`src/rtl/mrst_map.vh`:
```
// Constants of the master reset controller.
`ifndef MRST_MAP_VH
`define MRST_MAP_VH
`define CLK_PERIOD_NS     100
`define POR_DELAY_MS      20
`define POR_DELAY_CYC     ((`POR_DELAY_MS * 1000000) / `CLK_PERIOD_NS)
`define NUM_OUTS          12
`define NUM_GPIO          4
`define GPIO_FUNC_W       5
`define GPIO_FUNC_READY   5'h18
`define STARTUP_W         2
`define STEP_CYC          16
`define LOAD_CYC          64
`define ST_IDLE           3'h0
`define ST_WAIT_HIGH      3'h1
`define ST_DISABLE        3'h2
`define ST_STARTUP        3'h3
`define ST_LOAD           3'h4
`define ST_DONE           3'h5
`endif

```
`src/rtl/clk_out_gate.v`:
```
// One clock output pair with its disable levels.
`timescale 1ns/10ps
module clk_out_gate (
    input  wire clk,
    input  wire rst,
    input  wire enable,
    input  wire clk_src,
    input  wire single_ended,
    input  wire same_phase,
    output reg  true_q,
    output reg  comp_q
);
    always @(posedge clk or posedge rst) begin
        if (rst) begin
            true_q <= 1'b0;
            comp_q <= 1'b1;
        end else if (enable) begin
            true_q <= clk_src;
            comp_q <= ~clk_src;
        end else begin
            true_q <= 1'b0;
            comp_q <= ~(single_ended & same_phase);
        end
    end
endmodule

```
`src/rtl/master_reset_controller.v`:
```
// Master reset controller: power-on reset, reset sequence, outputs.
`timescale 1ns/10ps
`include "mrst_map.vh"
module master_reset_controller #(
    parameter POR_CYCLES = `POR_DELAY_CYC
) (
    // Clock and reset.
    input  wire                                 CLK_IN,
    input  wire                                 RESET_IN,
    // Supplies and reset pin.
    input  wire                                 SUPPLY_GOOD_IN,
    input  wire                                 MASTER_RESET_LOW_PIN_IN,
    // Configuration.
    input  wire                                 EEPROM_MODE_IN,
    input  wire                                 LOAD_DONE_IN,
    input  wire [`NUM_OUTS*`STARTUP_W-1:0]      OUT_STARTUP_IN,
    input  wire [`NUM_OUTS-1:0]                 SINGLE_ENDED_IN,
    input  wire [`NUM_OUTS-1:0]                 SAME_PHASE_IN,
    input  wire [`NUM_OUTS-1:0]                 CLK_SRC_IN,
    input  wire [`NUM_GPIO*`GPIO_FUNC_W-1:0]    GPIO_FUNC_IN,
    input  wire                                 RST_DONE_CLR_IN,
    // Status and outputs.
    output reg                                  POR_OUT,
    output reg                                  LOAD_START_OUT,
    output reg                                  LOAD_FROM_EEPROM_OUT,
    output reg                                  DEVICE_READY_OUT,
    output reg                                  RST_DONE_OUT,
    output reg  [`NUM_GPIO-1:0]                 GPIO_READY_OUT,
    output wire [`NUM_OUTS-1:0]                 CLOCK_OUT_TRUE_OUT,
    output wire [`NUM_OUTS-1:0]                 CLOCK_OUT_COMPLEMENT_OUT
);
    reg        sup_m_q;
    reg        sup_s_q;
    reg        pin_m_q;
    reg        pin_s_q;
    reg        pin_d1_q;
    reg [27:0] por_cnt_q;
    reg [2:0]  state_q;
    reg [6:0]  step_cnt_q;
    reg [`STARTUP_W:0] phase_q;
    reg [`NUM_OUTS-1:0] en_q;
    wire       pin_rise = pin_s_q & ~pin_d1_q;
    integer    i;

    // Two-flop synchronisers for the supply flag and the reset pin.
    always @(posedge CLK_IN or posedge RESET_IN) begin
        if (RESET_IN) begin
            sup_m_q  <= 1'b0;
            sup_s_q  <= 1'b0;
            pin_m_q  <= 1'b1;
            pin_s_q  <= 1'b1;
            pin_d1_q <= 1'b1;
        end else begin
            sup_m_q  <= SUPPLY_GOOD_IN;
            sup_s_q  <= sup_m_q;
            pin_m_q  <= MASTER_RESET_LOW_PIN_IN;
            pin_s_q  <= pin_m_q;
            pin_d1_q <= pin_s_q;
        end
    end

    // Power-on reset delay counter.
    always @(posedge CLK_IN or posedge RESET_IN) begin
        if (RESET_IN) begin
            por_cnt_q <= 28'h0;
            POR_OUT   <= 1'b0;
        end else if (!sup_s_q) begin
            por_cnt_q <= 28'h0;
            POR_OUT   <= 1'b0;
        end else if (por_cnt_q >= POR_CYCLES[27:0] - 28'h1) begin
            POR_OUT <= 1'b1;
        end else begin
            por_cnt_q <= por_cnt_q + 28'h1;
        end
    end

    // Sequence state machine.
    always @(posedge CLK_IN or posedge RESET_IN) begin
        if (RESET_IN) begin
            state_q              <= `ST_IDLE;
            step_cnt_q           <= 7'h0;
            phase_q              <= 3'h0;
            LOAD_START_OUT       <= 1'b0;
            LOAD_FROM_EEPROM_OUT <= 1'b0;
            DEVICE_READY_OUT     <= 1'b0;
            RST_DONE_OUT         <= 1'b0;
        end else begin
            LOAD_START_OUT <= 1'b0;
            if (RST_DONE_CLR_IN) begin
                RST_DONE_OUT <= 1'b0;
            end
            if (!POR_OUT) begin
                state_q          <= `ST_IDLE;
                DEVICE_READY_OUT <= 1'b0;
            end else begin
                case (state_q)
                    `ST_IDLE: begin
                        if (pin_s_q) begin
                            state_q <= `ST_DISABLE;
                        end else begin
                            state_q <= `ST_WAIT_HIGH;
                        end
                    end
                    `ST_WAIT_HIGH: begin
                        if (pin_rise) begin
                            state_q <= `ST_DISABLE;
                        end
                    end
                    `ST_DISABLE: begin
                        DEVICE_READY_OUT <= 1'b0;
                        phase_q          <= 3'h0;
                        step_cnt_q       <= 7'h0;
                        state_q          <= `ST_STARTUP;
                    end
                    `ST_STARTUP: begin
                        if (step_cnt_q == `STEP_CYC - 1) begin
                            step_cnt_q <= 7'h0;
                            phase_q    <= phase_q + 3'h1;
                            if (phase_q == 3'h3) begin
                                state_q              <= `ST_LOAD;
                                LOAD_START_OUT       <= 1'b1;
                                LOAD_FROM_EEPROM_OUT <= EEPROM_MODE_IN;
                            end
                        end else begin
                            step_cnt_q <= step_cnt_q + 7'h1;
                        end
                    end
                    `ST_LOAD: begin
                        if (LOAD_FROM_EEPROM_OUT ? LOAD_DONE_IN
                            : (step_cnt_q == `LOAD_CYC - 1)) begin
                            state_q          <= `ST_DONE;
                            DEVICE_READY_OUT <= 1'b1;
                            RST_DONE_OUT     <= 1'b1;
                        end else begin
                            step_cnt_q <= step_cnt_q + 7'h1;
                        end
                    end
                    `ST_DONE: begin
                        if (pin_rise) begin
                            state_q <= `ST_DISABLE;
                        end
                    end
                    default: state_q <= `ST_IDLE;
                endcase
                // A pulse during a running sequence restarts it.
                if (pin_rise && (state_q == `ST_STARTUP ||
                                 state_q == `ST_LOAD)) begin
                    state_q <= `ST_DISABLE;
                end
            end
        end
    end

    // Per-output enables follow the startup phase.
    always @(posedge CLK_IN or posedge RESET_IN) begin
        if (RESET_IN) begin
            en_q <= {`NUM_OUTS{1'b0}};
        end else begin
            for (i = 0; i < `NUM_OUTS; i = i + 1) begin
                if (state_q == `ST_STARTUP || state_q == `ST_LOAD ||
                    state_q == `ST_DONE)
                    en_q[i] <= (state_q != `ST_STARTUP) ||
                        ({1'b0, OUT_STARTUP_IN[i*`STARTUP_W +: `STARTUP_W]}
                         < phase_q);
                else
                    en_q[i] <= 1'b0;
            end
        end
    end

    // GPIO mirrors of the ready bit.
    always @(posedge CLK_IN or posedge RESET_IN) begin
        if (RESET_IN) begin
            GPIO_READY_OUT <= {`NUM_GPIO{1'b0}};
        end else begin
            for (i = 0; i < `NUM_GPIO; i = i + 1) begin
                GPIO_READY_OUT[i] <=
                    (GPIO_FUNC_IN[i*`GPIO_FUNC_W +: `GPIO_FUNC_W] ==
                     `GPIO_FUNC_READY) & DEVICE_READY_OUT;
            end
        end
    end

    // Output gates, one per clock output pair.
    genvar g;
    generate
        for (g = 0; g < `NUM_OUTS; g = g + 1) begin : outs
            clk_out_gate u_gate (
                .clk          (CLK_IN),
                .rst          (RESET_IN),
                .enable       (en_q[g]),
                .clk_src      (CLK_SRC_IN[g]),
                .single_ended (SINGLE_ENDED_IN[g]),
                .same_phase   (SAME_PHASE_IN[g]),
                .true_q       (CLOCK_OUT_TRUE_OUT[g]),
                .comp_q       (CLOCK_OUT_COMPLEMENT_OUT[g])
            );
        end
    endgenerate
endmodule

```
`config.mk`:
```
export PLATFORM = sky130hd
export DESIGN_NAME = master_reset_controller
export DESIGN_NICKNAME = d
export VERILOG_FILES = /design/src/rtl/clk_out_gate.v /design/src/rtl/master_reset_controller.v
export VERILOG_INCLUDE_DIRS = /design/src /design/src/rtl
export SDC_FILE = /design/constraint.sdc
export NUM_CORES = 1
export LEC_CHECK = 0
export ABC_AREA = 1
export BUFFER_PORTS_ARGS = -buffer_cell sky130_fd_sc_hd__buf_2
export CAP_MARGIN = 20
export CORE_ASPECT_RATIO = 0.8
export CORE_MARGIN = 2
export CORE_UTILIZATION = 40
export CTS_BUF_LIST = sky130_fd_sc_hd__clkbuf_8
export CTS_CLUSTER_SIZE = 14
export DETAILED_ROUTE_END_ITERATION = 16
export SLEW_MARGIN = 20
export SYNTH_ARGS = -nofsm -noshare
export SYNTH_HDL_FRONTEND = slang
export SYNTH_SLANG_ARGS = --single-unit
```
`constraint.sdc`:
```
create_clock -name CLK_IN -period 3.2 [get_ports CLK_IN]
set_input_delay 0.32 -clock CLK_IN [delete_from_list [all_inputs] [get_ports CLK_IN]]
set_output_delay 0.32 -clock CLK_IN [all_outputs]
set_load 0.005 [all_outputs]
```
; After elaboration in Yosys (flattened, before gate mapping)
; Index checks and enable logic that the tools add are counted.
[op_classes]
addsub = 3
magnitude_cmp = 13
eq_ne = 23
mux = 65
n_bitwise = 42
n_reduce_logical = 24
[op_table]
columns = operator, n
row1 = $mux 28, 2
row2 = $mux 1, 49
row3 = $lt 2x3->1, 12
row4 = $add 28x1->28 const B, 1
row5 = $ge 28x18->1 const B, 1
row6 = $not 1->1, 25
row7 = $mux 3, 7
row8 = $pmux 7 s3, 1
row9 = $eq 5x5->1 const B, 4
row10 = $and 1x1->1, 17
row11 = $pmux 3 s5, 1
row12 = $logic_or 1x1->1, 14
row13 = $mux 7, 2
row14 = $ne 4x4->1 const B, 3
row15 = $eq 3x2->1 const B, 3
row16 = $reduce_and 4->1, 2
row17 = $add 7x1->7 const B, 1
row18 = $eq 7x4->1 const B, 1
row19 = $eq 7x6->1 const B, 1
row20 = $eq 3x3->1 const B, 2
row21 = $ne 2x2->1 const B, 3
row22 = $pmux 3 s2, 1
row23 = $reduce_and 3->1, 2
row24 = $ne 4x2->1 const B, 1
row25 = other kinds (14), 14
[word_totals]
ff_bits = 91
in_bits = 87
out_inout_bits = 33
word_cells = 210

; Logic depth before layout (Yosys ltp)
; Gate-level depths: netlist of the first run.
[depth]
depth_word = 6
mapped_depth = 12
mapped_depth_nobuf = 11

; Hierarchy
; From an unflattened synthesis of the first run, not the netlist that was laid out.
[hier_totals]
hier_cells = 604
area_unflattened_um2 = 4702.0
[by_module_without_submodules]
columns = module, instances, cells_each, area_per_inst_um2, seq_area_each_um2
row1 = master_reset_controller, 1, 472, 3681.0, 1680.4
row2 = clk_out_gate, 12, 11, 85.1, 51.3

; Worst setup path before layout of the first run
; Ideal clock, no wire load.
[synth_timing]
path_kind = register to register
start = register por_cnt_q[0]
end = register por_cnt_q[12]
setup_time_ns = 0.117
arrival_ns = 1.435
required_time_ns = 3.083
path_slack_ns = 1.648
path_stages_with_launch = 12
n_path_buf = 1
synth_period_minus_slack_ns = 1.552
path_cell_list = dfrtp_1 ha_1 nand2_1 nor2_2 nand3b_1 nand2_1 nand2_2 nand2_4 nand2_4 buf_6 nand2_1 nand2_1
[synth_via]
elab_chain_cells = 3
elab_cells_between_ends = 5
classes_between = add/sub: 1 / order compare: 1 / eq/ne: 1 / mux: 2
[synth_lines]
columns = element, line
row1 = "start, declared", master_reset_controller.v:37  ; reg [27:0] por_cnt_q;
row2 = "start signal, assigned", master_reset_controller.v:73  ; por_cnt_q <= por_cnt_q + 28'h1;
row3 = $add 28x1->28, master_reset_controller.v:73
row4 = $mux 28, master_reset_controller.v:70  ; end else if (por_cnt_q >= POR_CYCLES[27:0] - 28'h1) begin
row5 = $mux 28, master_reset_controller.v:67  ; end else if (!sup_s_q) begin
; Parallel ways exist; a longest one is shown, timed or not. The select of a mux whose other input is x is not followed.
; A chain may end at the register's enable or synchronous reset.

; Worst setup path in the final report of the first run
[layout_timing]
start = register por_cnt_q[0]
end = register por_cnt_q[15]
; Same word-level chain as after synthesis.

==> results.toml, run 1 <==
[logic_synthesis]
synth_cells = 559
synth.top_cell.area_share_pct = 41.1
synth-main-ff-cell = "dfrtp_1"
yosys-top-cells-area = "dfrtp_1 (41%), nand2_1 (10%), dfstp_2 (8.5%), inv_1 (6.6%), nor2_1 (5.8%)"
mappedNetlistNets = 662
muxShareOfSynthArea_pct = 0
synth_seq_cells = 91
synth_warnings = 0
synth_xor_area_share_pct = 2.65
syn-cell-area_um2 = 4630
ys_seq_area_share_pct = 49.6
async_flop_share_pct = 100
yosys.area_share.adder_pct = 4.33
syn_area_per_cell_um2 = 8.28
synth_compound_area_share_pct = 7.76
ys_types = 33
synth-edff-count = 0
synth_top_cell_by_area = "dfrtp_1"
synth_top_family_by_area = "simple AND/OR/NAND/NOR gates"
synth_simple_gate_area_share_pct = 23.9

[grt]
grt_pass1_vias = 3692
grt.overflow.total = 0
antenna_found_initial = 0
gr-usage-all-layers_pct = 16.7
grt_pass1_wl_um = 17000
grt_max_degree = 38

[floorplan]
die_area_um2 = 12400
die_height_um = 100
die_w_um = 124
core_area_um2 = 11400
rows = 35
floorplan.initialDensity_pct = 40.6
pin_count = 120

[worst_setup_path]
reg2reg_from = "por_cnt_q[0]$_DFFE_PP0P_"
path_class = "flop to flop"
critPathMaxStageDelay_ns = 0.42
critPathMaxFanout = 18
endpoint_kind = "flop"
critPathLaunchType = "flop"
worstPathRequired_ns = 3.47
cp_cell_sequence = "ha_1, nand2_1, nor2_2, nand3b_1, nand2_1, nand2_2, nand2_4, nand2_4, nand2_1, nand2_1"
crit_slowest_cell = "dfrtp_1"
cp.arrival_ns = 2.09
reg2reg_to = "por_cnt_q[15]$_DFFE_PP0P_"
cpMostUsedCell = "nand2_1"
rrSetupSlack_ns = 1.38
cpLargestDelayFamily = "simple AND/OR/NAND/NOR gates"
cp_num_buf_inv = 0
reg2reg_depth = 10

[finish]
layout_common_cells = "nand2_1 (127), buf_2 (119), inv_1 (80), dfrtp_1 (76), nor2_1 (71)"
fillCellCount = 1148
layout-drive-gt1-share_pct = 25.2
syn2layout_area_growth_pct = 17.4
diodes = 0
finalNetCount = 762
final_common_cell = "nand2_1"

[place]
place_congestion = 0.810
port_buffers = 119
hpwl_um = 7330

[clock_network]
cts_tree = "built"
cts_setup_buffers = 0
clock_latency_ns = 0.37
htreeDepth = 3
cts_root_buf = "clkbuf_8"
cts_sinks = 91
cts.clk_slew.worst_paths_ns = 0.09
postCtsHoldBufs = 0
cts.repair.resized = 0
numCtsBuffers = 9
clockBufferDepth = 2

[drt]
first_pass_iters = 4
wire_per_inst_um = 12.1
routed_via_density = 4.55
drc = 0
totalWireLength_um = 9820
dr_total_vias = 3696
drt_iter0_drc = 165
ant_nets = 0

[sta]
period_needed_ns = 1.82
fin_tns_setup_ns = 0
fin_hold_ws_ns = 0.00233
worstMarginPinSlew_ns = 0.648
finalCritPeriodShare_pct = 57.0
setup_viol = 0
hold_viol_final = 0
fmaxAchievable_mhz = 548
slew_headroom_pct = 56.8
clock_skew_ns = 0.00867
rsz0062_at_grt = "false"
drv_slew = 0

[pwr]
power_leakage_nw = 2.93
finalPower_mw = 2.18
worst_ir_drop_vdd_mv = 0.238
power.density_nw_per_um2 = 402

[job]
drv_cap = 0

[hold_path]
hp-class = "input port to async pin"

[status]
outcome = "finished clean"
-- cells in the mapped netlist (6+ instances only) --
master / n
a21oi_1: 10
nor2_1: 71
o21a_1: 12
inv_1: 81
dfrtp_1: 76
nand3_1: 39
a31oi_1: 12
clkbuf_1: 6
nand2_1: 127
nor3_1: 8
buf_4: 25
o21ai_0: 17
xor2_1: 12
dfstp_2: 15
ha_1: 16
-- stage by stage --
stage	setup slack, ns	cell area [um2]	utilization (%)	instances
after floorplan	0.541	4630	-	559
after global placement	1.47	5210	45.7	796
after detailed placement	1.39	5210	45.7	796
after CTS	1.38	5430	47.7	812
after global routing	1.21	5430	47.7	812
final	1.38	5430	47.7	812
-- worst register-to-register path: stages, from the launching register on --
cell      delay (ns)
dfrtp_1         0.42
ha_1            0.23
nand2_1         0.11
nor2_2          0.17
nand3b_1        0.10
nand2_1         0.09
nand2_2         0.09
nand2_4         0.19
nand2_4         0.17
nand2_1         0.11
nand2_1         0.05
-- area by class of cell --
cell class                 instances  area (um2)  area share, %
sequential                        91        2300           42.3
multi-input combinational        351        1790           32.9
timing repair buffer             123         626           11.5
inverter                          83         313           5.76
tap                              148         185           3.41
clock buffer                       9         124           2.28
clock inverter                     7        98.8           1.82
-- kinds of logic after synthesis --
family,after synthesis
AO/OA/AOI/OAI,60
XOR/XNOR,14
adder cells (fa/ha/maj),16
buffers and inverters,117
flip-flops,91
AND/OR/NAND/NOR,261
-- state kept, by name (all words and copies together), names as in the netlist --
name / cells
RST_DONE_OUT: 1
LOAD_FROM_EEPROM_OUT: 1
state_q: 3
sup_s_q: 1
sup_m_q: 1
GPIO_READY_OUT: 4
pin_d1_q: 1
outs.u_gate.comp_q: 12
en_q: 12
pin_s_q: 1
pin_m_q: 1
POR_OUT: 1
step_cnt_q: 7
LOAD_START_OUT: 1
DEVICE_READY_OUT: 1
phase_q: 3
outs.u_gate.true_q: 12
por_cnt_q: 28
-- routing by layer --
layer | global-route usage, % | routed length, um
met5 | 0 | 0
met4 | 5.19 | 110
met3 | 5.17 | 524
met2 | 26.7 | 4610
met1 | 22.1 | 4570
-- power by group --
part | internal [mW] | total [mW] | switching [mW]
Clock | 0.446 | 0.874 | 0.428
Combinational | 0.0640 | 0.133 | 0.0686
Sequential | 1.17 | 1.18 | 0.00596
-- worst max-delay path by stage --
stage	endpoint	slack (ns)	depth (start not counted)	start
6_report	por_cnt_q[15]$_DFFE_PP0P_	1.38	10	por_cnt_q[0]$_DFFE_PP0P_
5_1_grt	por_cnt_q[15]$_DFFE_PP0P_	1.21	10	por_cnt_q[0]$_DFFE_PP0P_
4_1_cts	por_cnt_q[16]$_DFFE_PP0P_	1.38	10	por_cnt_q[0]$_DFFE_PP0P_
3_5_place_dp	por_cnt_q[16]$_DFFE_PP0P_	1.39	10	por_cnt_q[0]$_DFFE_PP0P_
3_3_place_gp	por_cnt_q[16]$_DFFE_PP0P_	1.47	10	por_cnt_q[0]$_DFFE_PP0P_
2_1_floorplan	DEVICE_READY_OUT$_DFFE_PP0P_	0.54	1	RESET_IN
No activity file was read; power rests on OpenSTA's default activity.
==> run 2: changes to the inputs <==
==> constraint.sdc (replaced) <==
create_clock -name CLK_IN -period 1.7 [get_ports CLK_IN]
set_input_delay 0.17 -clock CLK_IN [delete_from_list [all_inputs] [get_ports CLK_IN]]
set_output_delay 0.17 -clock CLK_IN [all_outputs]
set_load 0.005 [all_outputs]
==> results.toml, run 2 (same netlist as run 1, synthesis figures left out) <==
[sta]
setup_viol = 0
finalCritPeriodShare_pct = 92.7
hold_viol_final = 0
finalWorstSetupSlack_ns = 0.124
fin_hold_ws_ns = 0.0191
clock_skew_ns = 0.00584
rsz0062_at_grt = "true"
fmaxAchievable_mhz = 635
fin_tns_setup_ns = 0
slew_headroom_pct = 68.1
period_needed_ns = 1.58
worstMarginPinSlew_ns = 0.478
drv_slew = 0

[finish]
area.sequential_um2 = 2300
fillCellCount = 1084
largest_register_ffs = 28
diodes = 0
syn2layout_area_growth_pct = 27.3
finalNetCount = 807
final_common_cell = "nand2_1"
layout.cells.non_filler = 857
layout_common_cells = "nand2_1 (126), buf_2 (119), inv_1 (79), dfrtp_1 (75), nor2_1 (68)"
multi_input_area_um2 = 1830
layout-drive-gt1-share_pct = 26.0
regMostFlops = "por_cnt_q"

[drt]
wl_met1_um = 4770
totalWireLength_um = 10000
routed_via_density = 4.59
wl_met2_um = 4690
highest-signal-layer = "met4"
dr_wl_met3_um = 413
first_pass_iters = 4
ant_nets = 0
drt_iter0_drc = 165
drc = 0
dr_total_vias = 3935
wire_per_inst_um = 11.7

[grt]
grt_pass1_vias = 3789
grt_pass1_wl_um = 17100
grt.overflow.total = 0
grt_max_degree = 92
gr-usage-all-layers_pct = 16.7
antenna_found_initial = 0

[clock_network]
cts_root_buf = "clkbuf_8"
clockBufferDepth = 2
cts_tree = "built"
numCtsBuffers = 9
htreeDepth = 3
cts_sinks = 91
clock_latency_ns = 0.36
cts.clk_slew.worst_paths_ns = 0.09

[place]
pre_cts_ws_ns = 0.0166
port_buffers = 119
hpwl_um = 7140
dp.cells = 800
place_congestion = 0.863

[floorplan]
die_height_um = 100
core_area_um2 = 11400
die_area_um2 = 12400
floorplan.initialDensity_pct = 40.6
rows = 35
die_w_um = 124
pin_count = 120

[worst_setup_path]
worstPathRequired_ns = 1.95
critPathMaxFanout = 8
critPathLaunchType = "flop"
endpoint_kind = "flop"
path_class = "flop to flop"
cp.arrival_ns = 1.83

[pwr]
power.density_nw_per_um2 = 677
power_leakage_nw = 3.10
worst_ir_drop_vdd_mv = 0.367
finalPower_mw = 3.99

[status]
outcome = "finished clean"

[hold_path]
hp-class = "input port to flop"

[job]
drv_cap = 0
[run 2: final timing paths]
path	cells past startpoint	slack, ns	from	end
setup / recovery	8	0.12	state_q[0]$_DFFE_PP0P_	step_cnt_q[0]$_DFFE_PP0P_
min in group asynchronous	4	0.47	RESET_IN	por_cnt_q[12]$_DFFE_PP0P_
hold / removal	3	0.02	CLK_SRC_IN[0]	outs[0].u_gate.true_q$_DFF_PP0_
max in group asynchronous	4	0.83	RESET_IN	outs[3].u_gate.comp_q$_DFF_PP1_
hold reg to reg	0	0.36	pin_m_q$_DFF_PP1_	pin_s_q$_DFF_PP1_
setup reg to reg	8	0.12	state_q[0]$_DFFE_PP0P_	step_cnt_q[0]$_DFFE_PP0P_
[run 2: what timing repair did]
item	CTS	global route
endpoints found under the hold margin	100	0
hold buffers	37	0
buffers inserted	0	4
gates resized for setup	0	12
endpoints found under the setup margin	0	36
[run 2: per-layer routing]
metal	track usage, %	up-vias
li1	-	2017
met1	22.4	1816
met4	5.70	0
met5	0	-
met2	27.1	86
met3	3.89	16
[run 2: final cells by class]
type	instances	area share [%]
Sequential cell	91	39.0
Multi-Input combinational cell	351	31.1
Timing Repair Buffer	168	18.1
Inverter	83	5.35
Tap cell	148	3.14
Clock buffer	9	2.10
Clock inverter	7	1.15
[run 2: report_power, final]
group	internal, mW	leakage (nW)	switching (mW)
clock	0.677	0.103	0.771
combinational	0.185	1.80	0.142
sequential	2.20	1.20	0.0131
[run 2: worst max-delay path: stages, from the launching register on]
cell and delay (ns):
dfrtp_1 0.44, inv_1 0.17, nand3_2 0.14, nor2_1 0.18
nand3_2 0.15, nand2_2 0.17, inv_2 0.09, nand2_1 0.07
o21ai_1 0.05
[run 2: metrics by stage]
stage,instance area (um2),util (%)
final,5890,51.7
after global routing,5890,51.7
after CTS,5820,51.1
after detailed placement,5250,46.1
after global placement,5250,46.1
after floorplan,4630,-
